--- src/rtl/ecfr_consts.svh ---
/*
  Constants of the ECC fault and reset routing block: register
  offsets, field positions, reset values and bus answer codes.
  Assumes inclusion by bare name from files of this block.
*/
`ifndef ECFR_CONSTS_SVH
`define ECFR_CONSTS_SVH

// ----------------------------------------------------------------
// register byte offsets
// ----------------------------------------------------------------
`define ECFR_OFF_ECR      8'h00
`define ECFR_OFF_ESR      8'h04
`define ECFR_OFF_FES      8'h08
`define ECFR_OFF_FERD     8'h0C
`define ECFR_OFF_FESS     8'h10
`define ECFR_OFF_STAT     8'h14
`define ECFR_OFF_FL_ADDR  8'h20
`define ECFR_OFF_FL_MAST  8'h24
`define ECFR_OFF_FL_ATTR  8'h28
`define ECFR_OFF_FL_DHI   8'h2C
`define ECFR_OFF_FL_DLO   8'h30
`define ECFR_OFF_RM_ADDR  8'h40
`define ECFR_OFF_RM_SYND  8'h44
`define ECFR_OFF_RM_MAST  8'h48
`define ECFR_OFF_RM_ATTR  8'h4C
`define ECFR_OFF_RM_DHI   8'h50
`define ECFR_OFF_RM_DLO   8'h54

// ----------------------------------------------------------------
// field positions
// ----------------------------------------------------------------
`define ECFR_BIT_RAM      0
`define ECFR_BIT_FLASH    1
`define ECFR_BIT_EVT      0
`define ECFR_BIT_FIXED    0
`define ECFR_BIT_PEND     1

// ----------------------------------------------------------------
// reset values and answer codes
// ----------------------------------------------------------------
`define ECFR_RST_2B       2'h0
`define ECFR_RST_CAPT     120'h0
`define ECFR_RESP_OKAY    2'h0
`define ECFR_RESP_SLVERR  2'h2

`endif

--- src/rtl/ecfr_pkg.sv ---
/*
  Types of the ECC fault and reset routing block.
  Assumes nothing of its surroundings.
*/
package ecfr_pkg;

  // ----------------------------------------------------------------
  // captured error information of one memory
  // ----------------------------------------------------------------
  typedef struct packed {
    logic [31:0] addr;
    logic [31:0] dataHi;
    logic [31:0] dataLo;
    logic [7:0]  master;
    logic [7:0]  attr;
    logic [7:0]  syndrome;
  } ecfr_capt_s;

  // ----------------------------------------------------------------
  // escalation outputs toward reset, fault unit and core
  // ----------------------------------------------------------------
  typedef struct packed {
    logic critFaultA;
    logic critFaultB;
    logic resetReq;
    logic resetShortSeq;
    logic safeModeReq;
    logic machineCheck;
  } ecfr_esc_s;

endpackage : ecfr_pkg

--- src/rtl/ecfr_top.sv ---
/*
  ECC fault and reset routing: takes non-correctable ECC events,
  escalates them to reset, fault unit and core, and keeps the
  capture registers over a functional reset; AXI4-Lite registers.
  Assumes event and capture inputs synchronous to mclk, one-cycle
  event pulses, and a toggle from the fault unit's own domain.
*/
// The AXI4-Lite register port and the placing of the registers were chosen for this implementation.
// Summary of operation
// - an enabled multibit error also raises both critical fault outputs.
// - an enabled non-correctable event sets the memory ECC event flag.
// - fixed variant: disable and short bits read-only, reset at phase 1.
// - fixed variant: an enabled multibit error always resets.
// - capture registers keep their content through functional reset.
// - the report configuration is cleared during functional reset.
// - only the faulting memory's capture registers are updated.
// - configurable variant: the reset disable bit is writable.
// - disable set: safe mode request and machine check, no reset.
// - machine check comes twice with disable set (bus error, then fault unit NMI), otherwise once (NMI).
`timescale 1ns/1ps
`default_nettype none
`include "ecfr_consts.svh"

module ecfr_top
  import ecfr_pkg::*;
(
  input  wire logic        mclk,
  input  wire logic        rst_n,
  input  wire logic        fixedVariant,
  input  wire logic        funcRstActive,
  input  wire logic        eccNcEvent,
  input  wire logic        eccIsFlash,
  input  wire ecfr_capt_s  eccCapt,
  input  wire logic        faultNmiToggle,
  output var  ecfr_esc_s   escOut,
  input  wire logic [7:0]  s_axi_awaddr,
  input  wire logic        s_axi_awvalid,
  output var  logic        s_axi_awready,
  input  wire logic [31:0] s_axi_wdata,
  input  wire logic [3:0]  s_axi_wstrb,
  input  wire logic        s_axi_wvalid,
  output var  logic        s_axi_wready,
  output var  logic [1:0]  s_axi_bresp,
  output var  logic        s_axi_bvalid,
  input  wire logic        s_axi_bready,
  input  wire logic [7:0]  s_axi_araddr,
  input  wire logic        s_axi_arvalid,
  output var  logic        s_axi_arready,
  output var  logic [31:0] s_axi_rdata,
  output var  logic [1:0]  s_axi_rresp,
  output var  logic        s_axi_rvalid,
  input  wire logic        s_axi_rready
);

  // ----------------------------------------------------------------
  // decode helper
  // ----------------------------------------------------------------
  function automatic logic isMapped(input logic [7:0] a);
    isMapped = (a == `ECFR_OFF_ECR) || (a == `ECFR_OFF_ESR) ||
      (a == `ECFR_OFF_FES) || (a == `ECFR_OFF_FERD) ||
      (a == `ECFR_OFF_FESS) || (a == `ECFR_OFF_STAT) ||
      (a >= `ECFR_OFF_FL_ADDR && a <= `ECFR_OFF_FL_DLO &&
       a[1:0] == 2'h0) ||
      (a >= `ECFR_OFF_RM_ADDR && a <= `ECFR_OFF_RM_DLO &&
       a[1:0] == 2'h0);
  endfunction : isMapped

  // ----------------------------------------------------------------
  // state
  // ----------------------------------------------------------------
  logic [1:0]  ecr_r, ecr_nxt, esr_r, esr_nxt;
  logic        fes_r, fes_nxt, ferd_r, ferd_nxt, fess_r, fess_nxt;
  logic        fixed_r, fixed_nxt, strapTaken_r;
  logic [1:0]  pend_r, pend_nxt;
  ecfr_capt_s  flCap_r, flCap_nxt, rmCap_r, rmCap_nxt;
  ecfr_esc_s   esc_r, esc_nxt;
  logic        awHeld_r, awHeld_nxt, wHeld_r, wHeld_nxt;
  logic [7:0]  wAddr_r, wAddr_nxt;
  logic [31:0] wData_r, wData_nxt;
  logic        wLane_r, wLane_nxt;
  logic        bvalid_r, bvalid_nxt, awready_r, awready_nxt;
  logic        wready_r, wready_nxt, arready_r, arready_nxt;
  logic        rvalid_r, rvalid_nxt;
  logic [1:0]  bresp_r, bresp_nxt, rresp_r, rresp_nxt;
  logic [31:0] rdata_r, rdata_nxt;
  logic        nmiPulse, report, wrFire, disEff, mcBus;
  logic [1:0]  pendSum;

  // ----------------------------------------------------------------
  // fault unit NMI crossing
  // ----------------------------------------------------------------
  ecfr_evt_sync u_nmi_sync (
    .mclk      (mclk),
    .rst_n     (rst_n),
    .evtToggle (faultNmiToggle),
    .evtPulse  (nmiPulse)
  );

  // event qualification by report enable and variant
  always_comb begin
    report = eccNcEvent && (eccIsFlash ? ecr_r[`ECFR_BIT_FLASH]
                                       : ecr_r[`ECFR_BIT_RAM]);
    disEff = !fixed_r && ferd_r;
    mcBus  = report && disEff;
    wrFire = awHeld_r && wHeld_r && !bvalid_r;
    pendSum = pend_r + {1'h0, nmiPulse} + {1'h0, mcBus};
  end

  // ----------------------------------------------------------------
  // control registers and escalation
  // ----------------------------------------------------------------
  always_comb begin
    ecr_nxt   = ecr_r;
    esr_nxt   = esr_r;
    fes_nxt   = fes_r;
    ferd_nxt  = ferd_r;
    fess_nxt  = fess_r;
    flCap_nxt = flCap_r;
    rmCap_nxt = rmCap_r;
    fixed_nxt = strapTaken_r ? fixed_r : fixedVariant;
    esc_nxt   = '0;
    // software writes, low byte lane
    if (wrFire && wLane_r) begin
      if (wAddr_r == `ECFR_OFF_ECR) begin
        ecr_nxt = wData_r[1:0];
      end else if (wAddr_r == `ECFR_OFF_ESR) begin
        esr_nxt = esr_r & ~wData_r[1:0];
      end else if (wAddr_r == `ECFR_OFF_FES) begin
        fes_nxt = fes_r & ~wData_r[`ECFR_BIT_EVT];
      end else if (wAddr_r == `ECFR_OFF_FERD) begin
        if (!fixed_r) begin
          ferd_nxt = wData_r[0];
        end
      end else if (wAddr_r == `ECFR_OFF_FESS) begin
        if (!fixed_r) begin
          fess_nxt = wData_r[0];
        end
      end
    end
    // hardware events win over clears
    if (report) begin
      esc_nxt.critFaultA = 1'h1;
      esc_nxt.critFaultB = 1'h1;
      fes_nxt = 1'h1;
      if (eccIsFlash) begin
        esr_nxt[`ECFR_BIT_FLASH] = 1'h1;
        flCap_nxt = eccCapt;
      end else begin
        esr_nxt[`ECFR_BIT_RAM] = 1'h1;
        rmCap_nxt = eccCapt;
      end
      if (!disEff) begin
        esc_nxt.resetReq      = 1'h1;
        esc_nxt.resetShortSeq = !fixed_r && fess_r;
      end else begin
        esc_nxt.safeModeReq = 1'h1;
      end
    end
    // one machine check per source, queued on collision
    esc_nxt.machineCheck = (pendSum != 2'h0);
    pend_nxt = (pendSum != 2'h0) ? pendSum - 2'h1 : 2'h0;
    // functional reset clears report configuration, keeps captures
    if (funcRstActive) begin
      ecr_nxt = `ECFR_RST_2B;
    end
  end

  // register the control state
  always_ff @(posedge mclk or negedge rst_n) begin
    if (!rst_n) begin
      ecr_r        <= `ECFR_RST_2B;
      esr_r        <= `ECFR_RST_2B;
      fes_r        <= 1'h0;
      ferd_r       <= 1'h0;
      fess_r       <= 1'h0;
      fixed_r      <= 1'h1;
      strapTaken_r <= 1'h0;
      pend_r       <= 2'h0;
      flCap_r      <= `ECFR_RST_CAPT;
      rmCap_r      <= `ECFR_RST_CAPT;
      esc_r        <= '0;
    end else begin
      ecr_r        <= ecr_nxt;
      esr_r        <= esr_nxt;
      fes_r        <= fes_nxt;
      ferd_r       <= ferd_nxt;
      fess_r       <= fess_nxt;
      fixed_r      <= fixed_nxt;
      strapTaken_r <= 1'h1;
      pend_r       <= pend_nxt;
      flCap_r      <= flCap_nxt;
      rmCap_r      <= rmCap_nxt;
      esc_r        <= esc_nxt;
    end
  end

  // ----------------------------------------------------------------
  // AXI4-Lite slave
  // ----------------------------------------------------------------
  always_comb begin
    awHeld_nxt = awHeld_r;
    wHeld_nxt  = wHeld_r;
    wAddr_nxt  = wAddr_r;
    wData_nxt  = wData_r;
    wLane_nxt  = wLane_r;
    bvalid_nxt = bvalid_r;
    bresp_nxt  = bresp_r;
    rvalid_nxt = rvalid_r;
    rresp_nxt  = rresp_r;
    rdata_nxt  = rdata_r;
    // address and data taken in either order
    if (s_axi_awvalid && awready_r) begin
      awHeld_nxt = 1'h1;
      wAddr_nxt  = s_axi_awaddr;
    end
    if (s_axi_wvalid && wready_r) begin
      wHeld_nxt = 1'h1;
      wData_nxt = s_axi_wdata;
      wLane_nxt = s_axi_wstrb[0];
    end
    if (wrFire) begin
      awHeld_nxt = 1'h0;
      wHeld_nxt  = 1'h0;
      bvalid_nxt = 1'h1;
      bresp_nxt  = isMapped(wAddr_r) ? `ECFR_RESP_OKAY
                                     : `ECFR_RESP_SLVERR;
    end else if (bvalid_r && s_axi_bready) begin
      bvalid_nxt = 1'h0;
    end
    awready_nxt = !awHeld_nxt;
    wready_nxt  = !wHeld_nxt;
    // read mux
    if (s_axi_arvalid && arready_r) begin
      rvalid_nxt = 1'h1;
      rresp_nxt  = isMapped(s_axi_araddr) ? `ECFR_RESP_OKAY
                                          : `ECFR_RESP_SLVERR;
      rdata_nxt  = 32'h0;
      if (s_axi_araddr == `ECFR_OFF_ECR) begin
        rdata_nxt[1:0] = ecr_r;
      end else if (s_axi_araddr == `ECFR_OFF_ESR) begin
        rdata_nxt[1:0] = esr_r;
      end else if (s_axi_araddr == `ECFR_OFF_FES) begin
        rdata_nxt[`ECFR_BIT_EVT] = fes_r;
      end else if (s_axi_araddr == `ECFR_OFF_FERD) begin
        rdata_nxt[0] = ferd_r;
      end else if (s_axi_araddr == `ECFR_OFF_FESS) begin
        rdata_nxt[0] = fess_r;
      end else if (s_axi_araddr == `ECFR_OFF_STAT) begin
        rdata_nxt[`ECFR_BIT_FIXED] = fixed_r;
        rdata_nxt[`ECFR_BIT_PEND]  = (pend_r != 2'h0);
      end else if (s_axi_araddr == `ECFR_OFF_FL_ADDR) begin
        rdata_nxt = flCap_r.addr;
      end else if (s_axi_araddr == `ECFR_OFF_FL_MAST) begin
        rdata_nxt[7:0] = flCap_r.master;
      end else if (s_axi_araddr == `ECFR_OFF_FL_ATTR) begin
        rdata_nxt[7:0] = flCap_r.attr;
      end else if (s_axi_araddr == `ECFR_OFF_FL_DHI) begin
        rdata_nxt = flCap_r.dataHi;
      end else if (s_axi_araddr == `ECFR_OFF_FL_DLO) begin
        rdata_nxt = flCap_r.dataLo;
      end else if (s_axi_araddr == `ECFR_OFF_RM_ADDR) begin
        rdata_nxt = rmCap_r.addr;
      end else if (s_axi_araddr == `ECFR_OFF_RM_SYND) begin
        rdata_nxt[7:0] = rmCap_r.syndrome;
      end else if (s_axi_araddr == `ECFR_OFF_RM_MAST) begin
        rdata_nxt[7:0] = rmCap_r.master;
      end else if (s_axi_araddr == `ECFR_OFF_RM_ATTR) begin
        rdata_nxt[7:0] = rmCap_r.attr;
      end else if (s_axi_araddr == `ECFR_OFF_RM_DHI) begin
        rdata_nxt = rmCap_r.dataHi;
      end else if (s_axi_araddr == `ECFR_OFF_RM_DLO) begin
        rdata_nxt = rmCap_r.dataLo;
      end
    end else if (rvalid_r && s_axi_rready) begin
      rvalid_nxt = 1'h0;
    end
    arready_nxt = !rvalid_nxt;
  end

  // register the bus state
  always_ff @(posedge mclk or negedge rst_n) begin
    if (!rst_n) begin
      awHeld_r  <= 1'h0;
      wHeld_r   <= 1'h0;
      wAddr_r   <= 8'h0;
      wData_r   <= 32'h0;
      wLane_r   <= 1'h0;
      bvalid_r  <= 1'h0;
      bresp_r   <= `ECFR_RESP_OKAY;
      rvalid_r  <= 1'h0;
      rresp_r   <= `ECFR_RESP_OKAY;
      rdata_r   <= 32'h0;
      awready_r <= 1'h1;
      wready_r  <= 1'h1;
      arready_r <= 1'h1;
    end else begin
      awHeld_r  <= awHeld_nxt;
      wHeld_r   <= wHeld_nxt;
      wAddr_r   <= wAddr_nxt;
      wData_r   <= wData_nxt;
      wLane_r   <= wLane_nxt;
      bvalid_r  <= bvalid_nxt;
      bresp_r   <= bresp_nxt;
      rvalid_r  <= rvalid_nxt;
      rresp_r   <= rresp_nxt;
      rdata_r   <= rdata_nxt;
      awready_r <= awready_nxt;
      wready_r  <= wready_nxt;
      arready_r <= arready_nxt;
    end
  end

  // outputs straight from flops
  assign escOut        = esc_r;
  assign s_axi_awready = awready_r;
  assign s_axi_wready  = wready_r;
  assign s_axi_bvalid  = bvalid_r;
  assign s_axi_bresp   = bresp_r;
  assign s_axi_arready = arready_r;
  assign s_axi_rvalid  = rvalid_r;
  assign s_axi_rresp   = rresp_r;
  assign s_axi_rdata   = rdata_r;
endmodule : ecfr_top

`default_nettype wire

--- src/rtl/ecfr_evt_sync.sv ---
/*
  Toggle event synchroniser: turns each toggle of a signal from
  the fault collection clock domain into one pulse on mclk.
  Assumes the toggle holds for at least two mclk periods.
*/
`timescale 1ns/1ps
`default_nettype none

module ecfr_evt_sync (
  input  wire logic mclk,
  input  wire logic rst_n,
  input  wire logic evtToggle,
  output var  logic evtPulse
);

  logic       meta_r, sync_r, last_r, pulse_r;
  logic       pulse_nxt;
  logic [1:0] warm_r, warm_nxt;

  // edge of the settled toggle only; the far domain keeps its toggle
  // level over our reset, so no edge until the chain has refilled
  always_comb begin
    warm_nxt  = (warm_r == 2'h3) ? warm_r : warm_r + 2'h1;
    pulse_nxt = (warm_r == 2'h3) && (sync_r ^ last_r);
  end

  // two stages, then edge memory
  always_ff @(posedge mclk or negedge rst_n) begin
    if (!rst_n) begin
      meta_r  <= 1'h0;
      sync_r  <= 1'h0;
      last_r  <= 1'h0;
      pulse_r <= 1'h0;
      warm_r  <= 2'h0;
    end else begin
      meta_r  <= evtToggle;
      sync_r  <= meta_r;
      last_r  <= sync_r;
      pulse_r <= pulse_nxt;
      warm_r  <= warm_nxt;
    end
  end

  assign evtPulse = pulse_r;

endmodule : ecfr_evt_sync

`default_nettype wire

--- config.mk ---
export PLATFORM = sky130hd
export DESIGN_NAME = ecfr_top
export DESIGN_NICKNAME = d
export VERILOG_FILES = /design/src/rtl/ecfr_pkg.sv /design/src/rtl/ecfr_top.sv /design/src/rtl/ecfr_evt_sync.sv
export VERILOG_INCLUDE_DIRS = /design/src /design/src/rtl
export SDC_FILE = /design/constraint.sdc
export NUM_CORES = 1
export LEC_CHECK = 0
export BUFFER_PORTS_ARGS = -buffer_cell sky130_fd_sc_hd__buf_2
export CORE_AREA = 2 2 200 202
export CTS_BUF_LIST = sky130_fd_sc_hd__clkbuf_2 sky130_fd_sc_hd__clkbuf_4 sky130_fd_sc_hd__clkbuf_8
export DETAILED_ROUTE_END_ITERATION = 8
export DIE_AREA = 0 0 202 204
export PLACE_DENSITY = 0.63
export SLEW_MARGIN = 25
export SYNTH_ARGS = -nofsm -noshare
export SYNTH_HDL_FRONTEND = slang
export SYNTH_SLANG_ARGS = --single-unit
--- constraint.sdc ---
create_clock -name mclk -period 2.2 [get_ports mclk]
set_clock_uncertainty 0.2 [all_clocks]
set_input_delay 0.11 -clock mclk [delete_from_list [all_inputs] [get_ports mclk]]
set_output_delay 0.11 -clock mclk [all_outputs]
set_load 0.005 [all_outputs]
==> flow_summary.yaml <==
outcome:
  status: "complete, but fails checks"
  violations: "setup timing"
timing:
  rsz0062_at_grt: "true"
  setup_ws_ns: -0.0297
  relSlewSlack_pct: 61.9
  finalCriticalPeriod_ns: 2.23
  finalCritPeriodShare_pct: 101
  fmax_mhz: 448
  slew_viol_final: 0
  tns_ns: -0.0297
  worst-slew-pin-transition_ns: 0.571
  hold_violations: 0
  holdWs_ns: 0.0633
  setup_viol: 1
power_and_ir_drop:
  ir_drop_v: 0.000636
  p_comb_share_pct: 12.8
  p_clk_share_pct: 41.5
  p_int_mw: 10.6
  netSwitchingFraction_pct: 24.2
  powerDensity_nw_per_um2: 755
  seqPwrFrac_pct: 45.7
  p_sw_mw: 3.39
  p_leak_nw: 8.82
  total_power_mw: 14.0
yosys:
  synth_top_area_cell: "dfrtp_1"
  ys_ff_latch: 306
  async_reset_ff_share_pct: 100
  ys_seq_area_share_pct: 56.8
  synth_top_area_share_pct: 56.0
  synthCells: 1047
  synthTopCellsByArea: "dfrtp_1 (56%), mux2_2 (21%), nand2_1 (2.0%)"
  synth.distinct_cells: 72
  netlist_area_sq_um: 13500
  ys.flop_type: "dfrtp_1"
  syn_avg_cell_area_sq_um: 12.9
  synth_enable_flop_cells: 0
  yosys_warnings: 0
clocking:
  cts_made_buffers: 52
  cts_root_buf: "clkbuf_8"
  path_clk_slew_ns: 0.06
  cts_sinks: 306
  clock_latency_ns: 0.62
  cts_buffer_depth: 3
  cts_tree: "done"
  cts_max_level: 2
finish:
  fin_util_pct: 47.3
  layout-drive-gt1-share_pct: 42.9
  area_growth_pct: 37.2
  layout.nets: 1647
  final_cell_area_sq_um: 18500
  stdcell_count: 2028
run:
  drv_cap: 0
worst_hold_path:
  hp-class: "in2reg"
placement:
  dp_slack_ns: -0.0229
  place_congestion: 0.844
  dp_hpwl_um: 26900
  dpl.cell_count: 1766
  port_buffers: 195
  placed_cell_area_sq_um: 15600
setup_path:
  ff2ff_setup_slack_ns: -0.03
  crit_required_ns: 2.48
  start_kind: "register"
  worst-setup-path-type: "reg2reg"
  critPathArrivalTime_ns: 2.51
  critPathCaptureType: "register"
  path_max_fanout: 3
grt:
  grt.overflow.total: 0
  grt_use_total_pct: 19.9
  antenna_found_initial: 6
  grt_max_degree: 62
  grt_pass1_wl_um: 63300
  grt_pass1_vias: 11000
route:
  avgRoutedWirePerCell_um: 20.0
  firstDrtPassIters: 7
  drt_wl_total_um: 40600
  drc_errors: 0
  viasPerCell: 5.10
  vias: 10300
  postRouteAntennaNets: 0
  drtIter0Drc: 526
die:
  num_rows: 73
  die_w_um: 202
  die_y_um: 204
  dieArea_sq_um: 41200
  coreArea_sq_um: 39200
  boundaryPins: 231
  start_util_pct: 34.5
## power by group through the flow
stage                     Sequential [mW]  Clock [mW]  Combinational (mW)
final                                6.39        5.81                1.79
after global routing                 6.44        6.26                1.95
after CTS                            6.38        5.99                1.75
after detailed placement             6.48           0                1.36
after global placement               6.46           0                1.33
after floorplan                      6.39           0               0.699
## placed cells by master, fill, tap and decap left out, types with 13 or more instances in the layout
| master | instances |
|---|---|
| buf_4 | 57 |
| mux2_2 | 249 |
| buf_2 | 193 |
| clkbuf_4 | 16 |
| nand2_1 | 68 |
| dfrtp_1 | 302 |
| clkbuf_8 | 68 |
| buf_12 | 19 |
| a21oi_1 | 45 |
| a221oi_1 | 26 |
| a222oi_1 | 25 |
| dlygate4sd3_1 | 165 |
| nor2_1 | 19 |
| inv_1 | 19 |
| o21ai_1 | 19 |
| nand3_1 | 13 |
| o21ai_0 | 36 |
## logic make-up (layout without fill, tap and decap cells)
group           count (synthesis)  after routing  share of synthesized area (%)
compound gates                219            219                           11.4
buf+inv                        96            548                           3.33
fa+ha+maj                       2              2                          0.241
simple gates                  160            160                           6.51
other cells                     2              6                         0.0556
mux                           259            259                           21.5
xor+xnor                        3              3                          0.195
flops                         306            306                           56.8
## metal layers
layer | GRT usage (%) | vias to the layer above | part of all wire [%]
met3 | 3.84 | 76 | 5.5
met1 | 25.7 | 5185 | 43
li1 | - | 4734 | -
met2 | 33.1 | 335 | 49
met4 | 7.88 | 6 | 2.7
met5 | 0 | - | 0.099
## worst paths after layout
kind                                             start                           to  cells past startpoint
max                             wAddr_r[7]$_DFFE_PN0P_           ferd_r$_DFFE_PN0P_                      4
min                                        eccCapt[83]      rmCap_r[83]$_DFFE_PN0P_                      3
max reg2reg                     wAddr_r[7]$_DFFE_PN0P_           ferd_r$_DFFE_PN0P_                      4
min reg2reg                u_nmi_sync.meta_r$_DFF_PN0_  u_nmi_sync.sync_r$_DFF_PN0_                      0
max in group asynchronous                        rst_n      rmCap_r[67]$_DFFE_PN0P_                      5
min in group asynchronous                        rst_n     s_axi_bvalid$_DFFE_PN0P_                      3
## timing repair
| action | CTS | global route |
|---|---|---|
| buffers inserted | 0 | 1 |
| gates resized for setup | 1 | 11 |
| setup endpoints to repair | 1 | 21 |
| endpoints found under the hold margin | 572 | 0 |
| pin swaps | 0 | 4 |
| hold buffers | 166 | 0 |
## state kept, by name (all words and copies together), names as in the netlist, 5 cells and up
signal	cells
wAddr_r	8
escOut	5
flCap_r	112
s_axi_rdata	32
rmCap_r	120
## area by class of cell
cell class / instances / area, sq um
Clock buffer: 84 / 1060
Clock inverter: 9 / 150
Inverter: 19 / 71.3
Fill cell: 3539 / 20700
Multi-Input combinational cell: 646 / 5460
Antenna cell: 3 / 7.51
Timing Repair Buffer: 436 / 3450
Sequential cell: 306 / 7660
Tap cell: 525 / 657
## Yosys cell counts (all sizes together) (5+ instances only)
master	number
o21a	5
nor2	21
a222oi	25
clkbuf	42
a21o	5
dfrtp	302
a31oi	5
a22o	5
o32ai	7
a32oi	10
o21ai	56
a21oi	45
nor3	6
mux2	250
buf	35
nand3	13
a221oi	26
nand2	71
mux2i	9
a221o	5
nand2b	8
a22oi	7
inv	19
## critical path: stages, from the launching register on
cell and delay, ns:
dfrtp_1 0.38, or3_4 0.39, or4_4 0.53, and4bb_2 0.32
mux2_4 0.29
(Power assumes the default switching activity.)
